[src/eccp_map.svh]
`ifndef ECCP_MAP_SVH
`define ECCP_MAP_SVH
// register offsets on the plain port
`define ECCP_ADDR_W 4
`define ECCP_OFF_CTRL 4'h0
`define ECCP_OFF_VAL_LO 4'h1
`define ECCP_OFF_VAL_HI 4'h2
`define ECCP_OFF_DUTY 4'h3
`define ECCP_OFF_STAT 4'h4
`define ECCP_OFF_MASK 4'h5
`define ECCP_OFF_DEAD 4'h6
`define ECCP_OFF_SHUT 4'h7
`define ECCP_OFF_PERIOD 4'h8
// control register fields
`define ECCP_CTRL_RESET 8'h00
`define ECCP_MODE_OFF 4'h0
`define ECCP_MODE_TOGGLE 4'h2
`define ECCP_MODE_CAP_FALL 4'h4
`define ECCP_MODE_CAP_RISE 4'h5
`define ECCP_MODE_CAP_4TH 4'h6
`define ECCP_MODE_CAP_16TH 4'h7
`define ECCP_MODE_CMP_SET 4'h8
`define ECCP_MODE_CMP_CLR 4'h9
`define ECCP_MODE_CMP_SW 4'ha
`define ECCP_MODE_CMP_TRIG 4'hb
`define ECCP_CFG_SINGLE 2'h0
`define ECCP_CFG_FWD 2'h1
`define ECCP_CFG_HALF 2'h2
`define ECCP_CFG_REV 2'h3
// status bits
`define ECCP_ST_MATCH 0
`define ECCP_ST_FAULT 1
`endif

[src/eccp_pkg.sv]
package eccp_pkg;
  typedef struct packed {
    logic [1:0] bridge_output_config;
    logic [1:0] duty_low_bits;
    logic [3:0] unit_mode_select;
  } eccp_ctrl_t;
  typedef struct packed {
    logic pwm_out_a;
    logic pwm_out_b;
    logic pwm_out_c;
    logic pwm_out_d;
  } eccp_outs_t;
  typedef enum logic [1:0] {
    ECCP_RUN,
    ECCP_SHUT
  } eccp_state_t;
endpackage

[src/eccp_dead.sv]
`timescale 1ns/1ps
// delays the rising edge of one drive level by a programmable count
module eccp_dead #(
  parameter int W = 8
) (
  // clock and reset
  input wire logic clk,
  input wire logic rst,
  // level in, delay, level out
  input wire logic lvl,
  input wire logic [W-1:0] delay,
  output logic dly_lvl
);
  logic [W-1:0] cnt_q, cnt_d;
  logic out_q, out_d;

  // count down while the level is high, release when done
  always_comb
  begin
    cnt_d = cnt_q;
    out_d = 1'b0;
    if (!lvl)
      cnt_d = delay;
    else if (cnt_q != '0)
      cnt_d = cnt_q - 1'b1;
    else
      out_d = 1'b1;
  end

  always_ff @(posedge clk or posedge rst)
  begin
    if (rst)
    begin
      cnt_q <= '0;
      out_q <= 1'b0;
    end
    else
    begin
      cnt_q <= cnt_d;
      out_q <= out_d;
    end
  end

  assign dly_lvl = out_q;
endmodule

[src/eccp_unit.sv]
`timescale 1ns/1ps
`include "eccp_map.svh"
// Function
// - 16-bit value register is capture or compare register by mode.
// - mode 0000 turns unit off and resets its internal state.
// - mode 0010 toggles output A on every timer match.
// - mode 0100 captures on falling edge, 0101 on rising edge.
// - mode 0110 captures once per four rising edges.
// - mode 1111 makes all four PWM outputs active low.
// - capture and compare modes use only output A, B-D return to port.
// - config 11 in PWM: B modulated, C active, A and D inactive.
// - PWM duty is 10 bits: duty byte high, control low bits.
// - two or four outputs, steering, polarity and dead band supported.
// - in PWM modes outputs shut down on fault and restart at period end after it clears, only if auto restart is set.
module eccp_unit #(
  parameter int DEAD_W = 8
) (
  // clock and reset
  input wire logic clk,
  input wire logic rst,
  // register port
  input wire logic [`ECCP_ADDR_W-1:0] addr,
  input wire logic [7:0] wdata,
  input wire logic wr,
  input wire logic rd,
  output logic [7:0] rdata,
  // time base and capture input
  input wire logic [15:0] timer,
  input wire logic cap_in,
  input wire logic fault,
  // outputs and pin ownership
  output eccp_pkg::eccp_outs_t pwm_out,
  output eccp_pkg::eccp_outs_t pwm_oe,
  output logic adc_trigger,
  output logic irq
);
  eccp_pkg::eccp_ctrl_t ctrl_q, ctrl_d;
  logic [15:0] val_q, val_d;
  logic [7:0] duty_q, duty_d, period_q, period_d, dead_q, dead_d;
  logic [1:0] stat_q, stat_d, mask_q, mask_d;
  logic shut_auto_q, shut_auto_d;
  eccp_pkg::eccp_state_t st_q, st_d;
  logic [7:0] rdata_q, rdata_d;
  logic cap_q, cap_d, pin_q, pin_d, trig_q, trig_d;
  logic [3:0] pre_q, pre_d;
  logic [9:0] pcnt_q, pcnt_d;
  logic [3:0] mode;
  logic fall, rise, match, cap_ev, pwm_mode, mod, mod_n_raw;
  logic dly_p, dly_n;
  eccp_pkg::eccp_outs_t act, lvl, oe;

  assign mode = ctrl_q.unit_mode_select;
  assign pwm_mode = (mode[3:2] == 2'b11);
  assign fall = cap_q && !cap_in;
  assign rise = !cap_q && cap_in;
  assign match = (timer == val_q);

  // capture event selection by mode and prescale count
  always_comb
  begin
    cap_ev = 1'b0;
    pre_d = pre_q;
    case (mode)
      `ECCP_MODE_CAP_FALL: cap_ev = fall;
      `ECCP_MODE_CAP_RISE: cap_ev = rise;
      `ECCP_MODE_CAP_4TH, `ECCP_MODE_CAP_16TH:
      begin
        if (rise)
          pre_d = pre_q + 4'h1;
        cap_ev = rise && (mode == `ECCP_MODE_CAP_4TH ? pre_q[1:0] == 2'h3 : pre_q == 4'hf);
      end
      default: pre_d = 4'h0;
    endcase
  end

  // register writes, captures, compare actions and flags
  always_comb
  begin
    ctrl_d = ctrl_q;
    val_d = val_q;
    duty_d = duty_q;
    period_d = period_q;
    dead_d = dead_q;
    mask_d = mask_q;
    shut_auto_d = shut_auto_q;
    stat_d = stat_q;
    pin_d = pin_q;
    trig_d = 1'b0;
    cap_d = cap_in;
    if (rd && addr == `ECCP_OFF_STAT)
      stat_d = 2'b00;
    if (wr)
      case (addr)
        `ECCP_OFF_CTRL: ctrl_d = eccp_pkg::eccp_ctrl_t'(wdata);
        `ECCP_OFF_VAL_LO: val_d[7:0] = wdata;
        `ECCP_OFF_VAL_HI: val_d[15:8] = wdata;
        `ECCP_OFF_DUTY: duty_d = wdata;
        `ECCP_OFF_MASK: mask_d = wdata[1:0];
        `ECCP_OFF_DEAD: dead_d = wdata;
        `ECCP_OFF_SHUT: shut_auto_d = wdata[0];
        `ECCP_OFF_PERIOD: period_d = wdata;
        default: ;
      endcase
    if (cap_ev)
    begin
      val_d = timer;
      stat_d[`ECCP_ST_MATCH] = 1'b1;
    end
    if (match && mode[3:2] != 2'b01 && !pwm_mode && mode != `ECCP_MODE_OFF)
    begin
      stat_d[`ECCP_ST_MATCH] = 1'b1;
      case (mode)
        `ECCP_MODE_TOGGLE: pin_d = !pin_q;
        `ECCP_MODE_CMP_SET: pin_d = 1'b1;
        `ECCP_MODE_CMP_CLR: pin_d = 1'b0;
        `ECCP_MODE_CMP_TRIG: trig_d = 1'b1;
        default: ;
      endcase
    end
    if (fault)
      stat_d[`ECCP_ST_FAULT] = 1'b1;
    // off state clears the pin latch
    if (mode == `ECCP_MODE_OFF)
      pin_d = 1'b0;
  end

  // pwm counter and fault shutdown state
  always_comb
  begin
    pcnt_d = pcnt_q + 10'h1;
    if (!pwm_mode || pcnt_q == {period_q, 2'b11})
      pcnt_d = 10'h0;
    st_d = st_q;
    case (st_q)
      eccp_pkg::ECCP_RUN:
        if (fault && pwm_mode)
          st_d = eccp_pkg::ECCP_SHUT;
      eccp_pkg::ECCP_SHUT:
        // restart when fault clears and auto restart set, at period end
        if (!fault && shut_auto_q && pcnt_d == 10'h0)
          st_d = eccp_pkg::ECCP_RUN;
        else if (!pwm_mode)
          st_d = eccp_pkg::ECCP_RUN;
      default: st_d = eccp_pkg::ECCP_RUN;
    endcase
  end

  assign mod = pwm_mode && (pcnt_q < {duty_q, ctrl_q.duty_low_bits});
  assign mod_n_raw = pwm_mode && !mod;

  // dead band on the complementary half-bridge pair
  eccp_dead #(.W(DEAD_W)) u_dead_p (
    .clk(clk),
    .rst(rst),
    .lvl(mod),
    .delay(dead_q[DEAD_W-1:0]),
    .dly_lvl(dly_p)
  );
  eccp_dead #(.W(DEAD_W)) u_dead_n (
    .clk(clk),
    .rst(rst),
    .lvl(mod_n_raw),
    .delay(dead_q[DEAD_W-1:0]),
    .dly_lvl(dly_n)
  );

  // output steering, active levels then polarity
  always_comb
  begin
    act = '0;
    oe = '0;
    if (pwm_mode)
    begin
      oe = 4'hf;
      case (ctrl_q.bridge_output_config)
        `ECCP_CFG_SINGLE:
        begin
          act.pwm_out_a = mod;
          oe = 4'h8;
        end
        `ECCP_CFG_FWD:
        begin
          act.pwm_out_a = 1'b1;
          act.pwm_out_d = mod;
        end
        `ECCP_CFG_HALF:
        begin
          act.pwm_out_a = dly_p;
          act.pwm_out_b = dly_n;
          oe = 4'hc;
        end
        `ECCP_CFG_REV:
        begin
          act.pwm_out_b = mod;
          act.pwm_out_c = 1'b1;
        end
        default: ;
      endcase
      if (st_q == eccp_pkg::ECCP_SHUT)
        act = '0;
    end
    else if (mode == `ECCP_MODE_TOGGLE || mode == `ECCP_MODE_CMP_SET
             || mode == `ECCP_MODE_CMP_CLR)
    begin
      // only output A used outside PWM; soft modes leave pin to port
      act.pwm_out_a = pin_q;
      oe.pwm_out_a = 1'b1;
    end
    // polarity: bit0 sets B/D low, bit1 sets A/C low
    lvl = act;
    if (pwm_mode)
    begin
      lvl.pwm_out_a = act.pwm_out_a ^ mode[1];
      lvl.pwm_out_c = act.pwm_out_c ^ mode[1];
      lvl.pwm_out_b = act.pwm_out_b ^ mode[0];
      lvl.pwm_out_d = act.pwm_out_d ^ mode[0];
    end
  end

  // read mux, registered one cycle later
  always_comb
  begin
    rdata_d = 8'h00;
    if (rd)
      case (addr)
        `ECCP_OFF_CTRL: rdata_d = ctrl_q;
        `ECCP_OFF_VAL_LO: rdata_d = val_q[7:0];
        `ECCP_OFF_VAL_HI: rdata_d = val_q[15:8];
        `ECCP_OFF_DUTY: rdata_d = duty_q;
        `ECCP_OFF_STAT: rdata_d = {6'h00, stat_q};
        `ECCP_OFF_MASK: rdata_d = {6'h00, mask_q};
        `ECCP_OFF_DEAD: rdata_d = dead_q;
        `ECCP_OFF_SHUT: rdata_d = {6'h00, st_q == eccp_pkg::ECCP_SHUT, shut_auto_q};
        `ECCP_OFF_PERIOD: rdata_d = period_q;
        default: rdata_d = 8'h00;
      endcase
  end

  // state registers; mode 0000 clears internal state
  always_ff @(posedge clk or posedge rst)
  begin
    if (rst)
    begin
      ctrl_q <= `ECCP_CTRL_RESET;
      val_q <= 16'h0000;
      duty_q <= 8'h00;
      period_q <= 8'hff;
      dead_q <= 8'h00;
      mask_q <= 2'h0;
      shut_auto_q <= 1'b0;
      stat_q <= 2'h0;
      st_q <= eccp_pkg::ECCP_RUN;
      rdata_q <= 8'h00;
      cap_q <= 1'b0;
      pin_q <= 1'b0;
      trig_q <= 1'b0;
      pre_q <= 4'h0;
      pcnt_q <= 10'h000;
      pwm_out <= '0;
      pwm_oe <= '0;
    end
    else
    begin
      ctrl_q <= ctrl_d;
      val_q <= val_d;
      duty_q <= duty_d;
      period_q <= period_d;
      dead_q <= dead_d;
      mask_q <= mask_d;
      shut_auto_q <= shut_auto_d;
      stat_q <= stat_d;
      st_q <= st_d;
      rdata_q <= rdata_d;
      cap_q <= cap_d;
      pin_q <= pin_d;
      trig_q <= trig_d;
      pre_q <= pre_d;
      pcnt_q <= pcnt_d;
      pwm_out <= lvl;
      pwm_oe <= oe;
    end
  end

  assign rdata = rdata_q;
  assign adc_trigger = trig_q;
  assign irq = |(stat_q & mask_q);
endmodule

[config.mk]
export PLATFORM = sky130hd
export DESIGN_NAME = eccp_unit
export DESIGN_NICKNAME = d
export VERILOG_FILES = /design/src/eccp_pkg.sv /design/src/eccp_dead.sv /design/src/eccp_unit.sv
export VERILOG_INCLUDE_DIRS = /design/src
export SDC_FILE = /design/constraint.sdc
export NUM_CORES = 1
export LEC_CHECK = 0
export BUFFER_PORTS_ARGS = -buffer_cell sky130_fd_sc_hd__buf_2
export CORE_MARGIN = 1
export CORE_UTILIZATION = 39
export DETAILED_ROUTE_END_ITERATION = 16
export PLACE_DENSITY = 0.64
export SYNTH_ARGS = -nofsm -noshare
export SYNTH_HDL_FRONTEND = slang
export SYNTH_HIERARCHICAL = 1
export SYNTH_SLANG_ARGS = --single-unit
[constraint.sdc]
create_clock -name clk -period 4.5 [get_ports clk]
set_input_delay 0.9 -clock clk [delete_from_list [all_inputs] [get_ports clk]]
set_output_delay 0.9 -clock clk [all_outputs]
set_load 0.005 [all_outputs]
==> flow_summary.json, run 1 <==
{
  "nets": 652,
  "yosys.area.top_type_share": 0.419,
  "layout_worst_path_cycle_share": 0.708,
  "number_of_hold_violations_in_the_final_report": 0,
  "end_kind": "flip-flop",
  "initial_utilization": 0.407,
  "netlist_area_sq_um": 5740,
  "postCtsHoldBufs": 0,
  "utilization": 0.452,
  "combinational_family_with_the_most_area_after_synthesis": "simple AND/OR/NAND/NOR gates",
  "dr_vias_cell": 5.50,
  "routed_wirelength_mm": 14.0,
  "n_antenna_cell": 0,
  "worst_pin_slew_ps": 1020,
  "synth-seq-area-share": 0.455,
  "antenna_found_initial": 0,
  "netlist_top_cells_area": "sky130_fd_sc_hd__dfrtp_1 42%, sky130_fd_sc_hd__mux2i_1 6.1%, sky130_fd_sc_hd__mux2_2 5.5%",
  "synthXorXnorAreaFrac": 0.0687,
  "finClkSkew_ps": 7.89,
  "floorplan.rows": 43,
  "synthTopCellsByCount": "96 x sky130_fd_sc_hd__dfrtp_1, 50 x sky130_fd_sc_hd__nor2_1, 42 x sky130_fd_sc_hd__nand2_1, 35 x sky130_fd_sc_hd__mux2i_1, 33 x sky130_fd_sc_hd__xor2_1",
  "rsz0062_at_grt": "no",
  "yosys.cell_types.count": 58,
  "netlist_instances": 564,
  "relSlewSlack": 0.319,
  "post_drt_wl_per_cell_um": 17.8,
  "fmax_mhz": 314,
  "yosys_most_used_dff": "sky130_fd_sc_hd__dfrtp_1",
  "timing.critical_path.buf_inv": 0,
  "via_count": 4330,
  "layout_min_cycle_time_ps": 3190,
  "setup.worst_path.start_class": "flip-flop",
  "final_antenna_net_count": 0,
  "dpl_worst_slack_ps": 1340,
  "drcViolationCount": 0,
  "fin_ws_ps": 1310,
  "worstSetupPathType": "reg2reg",
  "design.portCount": 52,
  "detailedRoute.firstPassIterationCount": 5,
  "worstHoldPathType": "in2async",
  "layout.cells.non_filler": 787,
  "synth.mux.area_fraction": 0.132,
  "max_stage_delay_ps": 800,
  "synthesis.nets": 613,
  "setup_total_negative_slack_ps": 0,
  "cp_cell_sequence": "ha_1 -> nand4_1 -> o21ai_1 -> a21oi_1 -> nor2_1 -> nand2_1 -> and4bb_1 -> a211oi_1 -> a21oi_1",
  "die_area_sq_um": 15200,
  "yosysMostFrequentCell": "sky130_fd_sc_hd__dfrtp_1",
  "gr-usage-all-layers": 0.197,
  "gr-total-overflow": 0,
  "crit_required_ps": 4780,
  "place_congestion": 0.898,
  "area_growth_pct": 11.1,
  "setup_viol_count_final": 0,
  "post_synth.cell_area_avg_sq_um": 10.2,
  "grt_start_max_net_pins": 52,
  "postCtsSetupRepairBufs": 0,
  "fillCellCount": 1368,
  "cts_resized": 0,
  "critPathSlowestCell": "sky130_fd_sc_hd__nor2_1",
  "yosys.area_share.adder": 0.0327,
  "place.port_buffers": 51,
  "yosys_warnings": 6,
  "worst_ir_drop_vdd_mv": 0.232,
  "horizontal_extent_of_the_die_um": 123,
  "die_h_um": 123,
  "p_total_mw": 2.86,
  "timing.critical_path.max_delay_family": "simple AND/OR/NAND/NOR gates",
  "clock-sinks": 104,
  "h-tree-depth": 3,
  "synth-edff-count": 0,
  "p_per_area_nw_per_um2": 449,
  "via_count_of_the_first_global_routing_pass": 4084,
  "synthArstFlopShare": 1.00,
  "core_region_area_sq_um": 14100,
  "cp.arrival_ps": 3460,
  "maxcap_violations": 0,
  "place_hpwl_mm": 10.3,
  "total_leakage_power_nw": 2.99,
  "layout-drive-gt1-share": 0.186,
  "detailedRoute.firstIterationViolations": 294,
  "placed_cells_incl_taps": 772,
  "yosys.area.top_type": "sky130_fd_sc_hd__dfrtp_1",
  "timing.final.max_slew_violations": 0,
  "setup.reg_to_reg.worst_slack_ps": 1310,
  "numCtsBuffers": 9,
  "grt_first_pass_wirelength_mm": 22.4,
  "clock_tree.root_cell": "sky130_fd_sc_hd__clkbuf_16",
  "cell_type_with_the_highest_occurrence_count_on_the_critical_path": "sky130_fd_sc_hd__a21oi_1",
  "worstSkewPairLatency_ps": 350,
  "post_synth_and_or_nand_nor_area_fraction": 0.166,
  "status": "complete, no violations",
  "cp_max_fo": 17,
  "synth-seq-cells": 104,
  "cts_tree": "built",
  "clk_pin_slew_ps": 70,
  "ctsLongestPathBuffers": 2,
  "synth_compound_area_frac": 0.108
}
-- logic make-up after synthesis --
logic type      count (synthesis)
buf+inv                        48
mux                            71
xor+xnor                       45
compound gates                 97
flops                         104
simple gates                  184
fa+ha+maj                      15
-- layout by cell type (no fill, tap or decap), types with 3 or more instances in the layout --
master | synthesis | layout
sky130_fd_sc_hd__a21oi_1 | 25 | 25
sky130_fd_sc_hd__a211oi_1 | 11 | 11
sky130_fd_sc_hd__and2_1 | 4 | 4
sky130_fd_sc_hd__o21ai_1 | 20 | 20
sky130_fd_sc_hd__nor2b_1 | 9 | 9
sky130_fd_sc_hd__nor4_1 | 6 | 6
sky130_fd_sc_hd__nor2_1 | 50 | 50
sky130_fd_sc_hd__nand2_1 | 42 | 42
sky130_fd_sc_hd__nand4_1 | 6 | 6
sky130_fd_sc_hd__nand3_1 | 17 | 17
sky130_fd_sc_hd__clkbuf_16 | 0 | 9
sky130_fd_sc_hd__buf_2 | 12 | 51
sky130_fd_sc_hd__and3_1 | 9 | 9
sky130_fd_sc_hd__clkbuf_1 | 8 | 4
sky130_fd_sc_hd__dfrtp_1 | 96 | 96
sky130_fd_sc_hd__o21ai_0 | 10 | 10
sky130_fd_sc_hd__mux2_2 | 28 | 28
sky130_fd_sc_hd__xor2_1 | 33 | 33
sky130_fd_sc_hd__nand3b_1 | 4 | 4
sky130_fd_sc_hd__or3_1 | 4 | 4
sky130_fd_sc_hd__mux2_1 | 8 | 8
sky130_fd_sc_hd__nor3_2 | 6 | 6
sky130_fd_sc_hd__a221oi_1 | 5 | 5
sky130_fd_sc_hd__inv_1 | 23 | 22
sky130_fd_sc_hd__a22o_1 | 3 | 3
sky130_fd_sc_hd__xnor2_1 | 12 | 12
sky130_fd_sc_hd__a41o_1 | 3 | 3
sky130_fd_sc_hd__nand2b_1 | 7 | 7
sky130_fd_sc_hd__nor3_1 | 9 | 9
sky130_fd_sc_hd__o22ai_1 | 6 | 6
sky130_fd_sc_hd__mux2i_1 | 35 | 35
sky130_fd_sc_hd__ha_1 | 15 | 15
sky130_fd_sc_hd__dfstp_2 | 8 | 8
-- registers in the layout, indices dropped and copies added (netlist names), 2 cells and up --
signal and count:
stat_q 2, rdata 8, pcnt_q 10, duty_q 8, ctrl_q 4, u_dead_p/cnt_q 8
period_q 8, val_q 16, dead_q 8, mode 4, pwm_out 4, u_dead_n/cnt_q 8
mask_q 2, pre_q 4, pwm_oe 3
-- report_power, final --
part / internal (mW) / leakage [nW] / switching, mW
registers: 1.16 / 1.31 / 0.250
clock network: 0.404 / 0.130 / 0.328
logic: 0.350 / 1.55 / 0.368
-- cell type report --
| cell class | instances | area (sq um) | area share |
|---|---|---|---|
| sequential | 104 | 2610 | 0.410 |
| tap | 180 | 225 | 0.0353 |
| timing repair buffer | 53 | 270 | 0.0424 |
| clock buffer | 15 | 268 | 0.0420 |
| inverter | 23 | 87.6 | 0.0137 |
| multi-input combinational | 412 | 2910 | 0.457 |
-- path summary, 6_finish.rpt --
check	from	endpoint	cells after the start
max in group asynchronous	rst	period_q[4]	3
hold reg to reg	stat_q[1]	stat_q[1]	1
setup reg to reg	pcnt_q[3]	u_dead_n/cnt_q[0]	9
min in group clk	stat_q[1]	stat_q[1]	1
setup / recovery	pcnt_q[3]	u_dead_n/cnt_q[0]	9
hold / removal	rst	u_dead_p/cnt_q[4]	2
-- metal layers --
layer,share of wire,vias up,routed length [um],track usage
li1,-,2079,-,-
met1,0.47,2138,6590,0.277
met2,0.47,97,6640,0.310
met3,0.036,16,502,0.0281
met4,0.018,0,251,0.0700
met5,0,-,0,0
-- through the flow --
| stage | hold WS, ps | cell area [sq um] |
|---|---|---|
| global placement | 495 | 6100 |
| floorplan | 472 | 5740 |
| CTS | 518 | 6370 |
| finish | 526 | 6370 |
| detailed placement | 503 | 6100 |
| global route | 544 | 6370 |
Note: power is estimated with default switching activity, not from simulation.
==> inputs of run 2 (changes only) <==
==> constraint.sdc (replaced) <==
create_clock -name clk -period 3.2 [get_ports clk]
set_input_delay 0.64 -clock clk [delete_from_list [all_inputs] [get_ports clk]]
set_output_delay 0.64 -clock clk [all_outputs]
set_load 0.005 [all_outputs]
==> run 2 against run 1 <==
- flip-flop and latch count unchanged
- setup slack lost 800 ps
- first-iteration DRC count shrank 6.5%
- maximum frequency increased by 19%
- clock-buffer cell count fell by 2
==> flow_summary.json, run 2 (synthesis results as in run 1) <==
{
  "status": "complete, no violations",
  "worstReg2RegEnd": "u_dead_p/cnt_q[4]",
  "floorplan.rows": 43,
  "place_hpwl_mm": 10.5,
  "timing.critical_path.buf_inv": 0,
  "detailedRoute.firstPassIterationCount": 4,
  "layout_worst_path_cycle_share": 0.840,
  "worstSetupEndpoint": "u_dead_p/cnt_q[4]",
  "die_area_sq_um": 15200,
  "final_antenna_net_count": 0,
  "cts_tree": "built",
  "cp.arrival_ps": 2930,
  "dr_vias_cell": 5.52,
  "critPathSlowestCell": "sky130_fd_sc_hd__and4bb_1",
  "gr-usage-all-layers": 0.204,
  "setup.worst_path.start_class": "flip-flop",
  "critical_path_cell_count": 10,
  "layout.cells.non_filler": 790,
  "p_per_area_nw_per_um2": 644,
  "postCtsSetupRepairBufs": 0,
  "grt_start_max_net_pins": 49,
  "ff2ff_path_depth": 10,
  "layout-drive-gt1-share": 0.193,
  "nets": 654,
  "number_of_flip_flops_in_the_largest_register": 16,
  "ff_latch_area_sq_um": 2610,
  "fillCellCount": 1331,
  "routed_wirelength_mm": 14.3,
  "place_congestion": 0.909,
  "relSlewSlack": 0.524,
  "final_cell_area_sq_um": 6430,
  "fin_ws_ps": 512,
  "placement.cell_area_sq_um": 6130,
  "finClkSkew_ps": 8.72,
  "max_stage_delay_ps": 470,
  "initial_utilization": 0.407,
  "timing.final.max_slew_violations": 0,
  "horizontal_extent_of_the_die_um": 123,
  "ctsLongestPathBuffers": 2,
  "worstHoldPathType": "in2async",
  "cp_max_fo": 10,
  "clk_pin_slew_ps": 70,
  "maxcap_violations": 0,
  "die_h_um": 123,
  "worstSkewPairLatency_ps": 350,
  "design.portCount": 52,
  "placed_cells_incl_taps": 774,
  "multi_input_comb_area_sq_um": 2910,
  "area_growth_pct": 12.2,
  "reg.largest.list": "val_q (16), pcnt_q (10)",
  "crit_required_ps": 3440,
  "layout_min_cycle_time_ps": 2690,
  "place.port_buffers": 51,
  "gr-total-overflow": 0,
  "total_leakage_power_nw": 3.02,
  "end_kind": "flip-flop",
  "n_antenna_cell": 0,
  "cell_type_with_the_highest_occurrence_count_on_the_critical_path": "sky130_fd_sc_hd__a21oi_1",
  "timing.critical_path.max_delay_family": "compound AO/OA/AOI/OAI gates",
  "antenna_found_initial": 0,
  "mostFrequentLayoutCell": "sky130_fd_sc_hd__dfrtp_1",
  "setup_viol_count_final": 0,
  "cts_resized": 0,
  "postCtsHoldBufs": 0,
  "grt_first_pass_wirelength_mm": 23.1,
  "worstSetupPathType": "reg2reg",
  "via_count_of_the_first_global_routing_pass": 4339,
  "numCtsBuffers": 9,
  "clock_tree.root_cell": "sky130_fd_sc_hd__clkbuf_16",
  "setup.reg_to_reg.worst_slack_ps": 510,
  "p_total_mw": 4.14,
  "dpl_worst_slack_ps": 513,
  "drcViolationCount": 0,
  "post_drt_wl_per_cell_um": 18.1,
  "mostFrequentLayoutCells": "96 x sky130_fd_sc_hd__dfrtp_1, 51 x sky130_fd_sc_hd__buf_2, 50 x sky130_fd_sc_hd__nor2_1",
  "number_of_hold_violations_in_the_final_report": 0,
  "clock-sinks": 104,
  "worst_pin_slew_ps": 714,
  "critical_path.startpoint": "pcnt_q[3]",
  "detailedRoute.firstIterationViolations": 275,
  "via_count": 4358,
  "cp_cell_sequence": "ha_1 -> a211o_1 -> a21oi_1 -> o21ai_1 -> a21oi_1 -> and2_1 -> nand2_1 -> and4bb_1 -> a41o_1 -> nor3_2",
  "reg2reg_from": "pcnt_q[3]",
  "largest_register": "val_q",
  "worst_ir_drop_vdd_mv": 0.308,
  "rsz0062_at_grt": "no",
  "core_region_area_sq_um": 14100,
  "h-tree-depth": 3,
  "fmax_mhz": 372,
  "setup_total_negative_slack_ps": 0
}
[run 2: cell types whose count changed in the layout (fill, tap and decap cells not counted), sizes merged]
cell    before  now
clkinv       1    3
bufinv       0    1
buf         53   55
clkbuf      15   13
[run 2: final cells by class]
type	instances	area share
inverters	23	0.0136
clock buffers	13	0.0405
clock inverters	3	0.00622
multi-input cells	412	0.452
repair buffers	55	0.0463
well taps	180	0.0350
flip-flops and latches	104	0.406
[run 2: worst register-to-register path, cell delays in order, from the launching register on]
cell and delay, ps:
sky130_fd_sc_hd__dfrtp_1 460, sky130_fd_sc_hd__ha_1 320, sky130_fd_sc_hd__a211o_1 260, sky130_fd_sc_hd__a21oi_1 110
sky130_fd_sc_hd__o21ai_1 160, sky130_fd_sc_hd__a21oi_1 330, sky130_fd_sc_hd__and2_1 220, sky130_fd_sc_hd__nand2_1 60
sky130_fd_sc_hd__and4bb_1 470, sky130_fd_sc_hd__a41o_1 170, sky130_fd_sc_hd__nor3_2 40
[run 2: metrics by stage]
step,hold slack [ps],utilization
floorplan,468,-
detailed placement,522,0.435
global placement,516,0.435
CTS,274,0.456
finish,271,0.456
global route,302,0.456
[run 2: layer usage]
| metal | global-route usage | part of all wire |
|---|---|---|
| met3 | 0.0387 | 0.042 |
| met5 | 0 | 0 |
| met4 | 0.0542 | 0.015 |
| met2 | 0.331 | 0.48 |
| met1 | 0.278 | 0.47 |
[run 2: how the worst min path moves through the flow]
stage,to,start,slack (ps)
after floorplan,u_dead_n/cnt_q[0],rst,470
after global placement,duty_q[1],duty_q[1],520
after detailed placement,stat_q[0],stat_q[0],520
after CTS,u_dead_n/cnt_q[3],rst,270
after global routing,u_dead_n/cnt_q[3],rst,300
final,u_dead_n/cnt_q[3],rst,270
[run 2: where the power goes]
part / internal (mW) / switching [mW] / total, mW / leakage (nW)
clock network: 0.648 / 0.478 / 1.13 / 0.150
logic: 0.497 / 0.529 / 1.03 / 1.56
registers: 1.63 / 0.358 / 1.99 / 1.31
total: 2.78 / 1.36 / 4.14 / 3.02
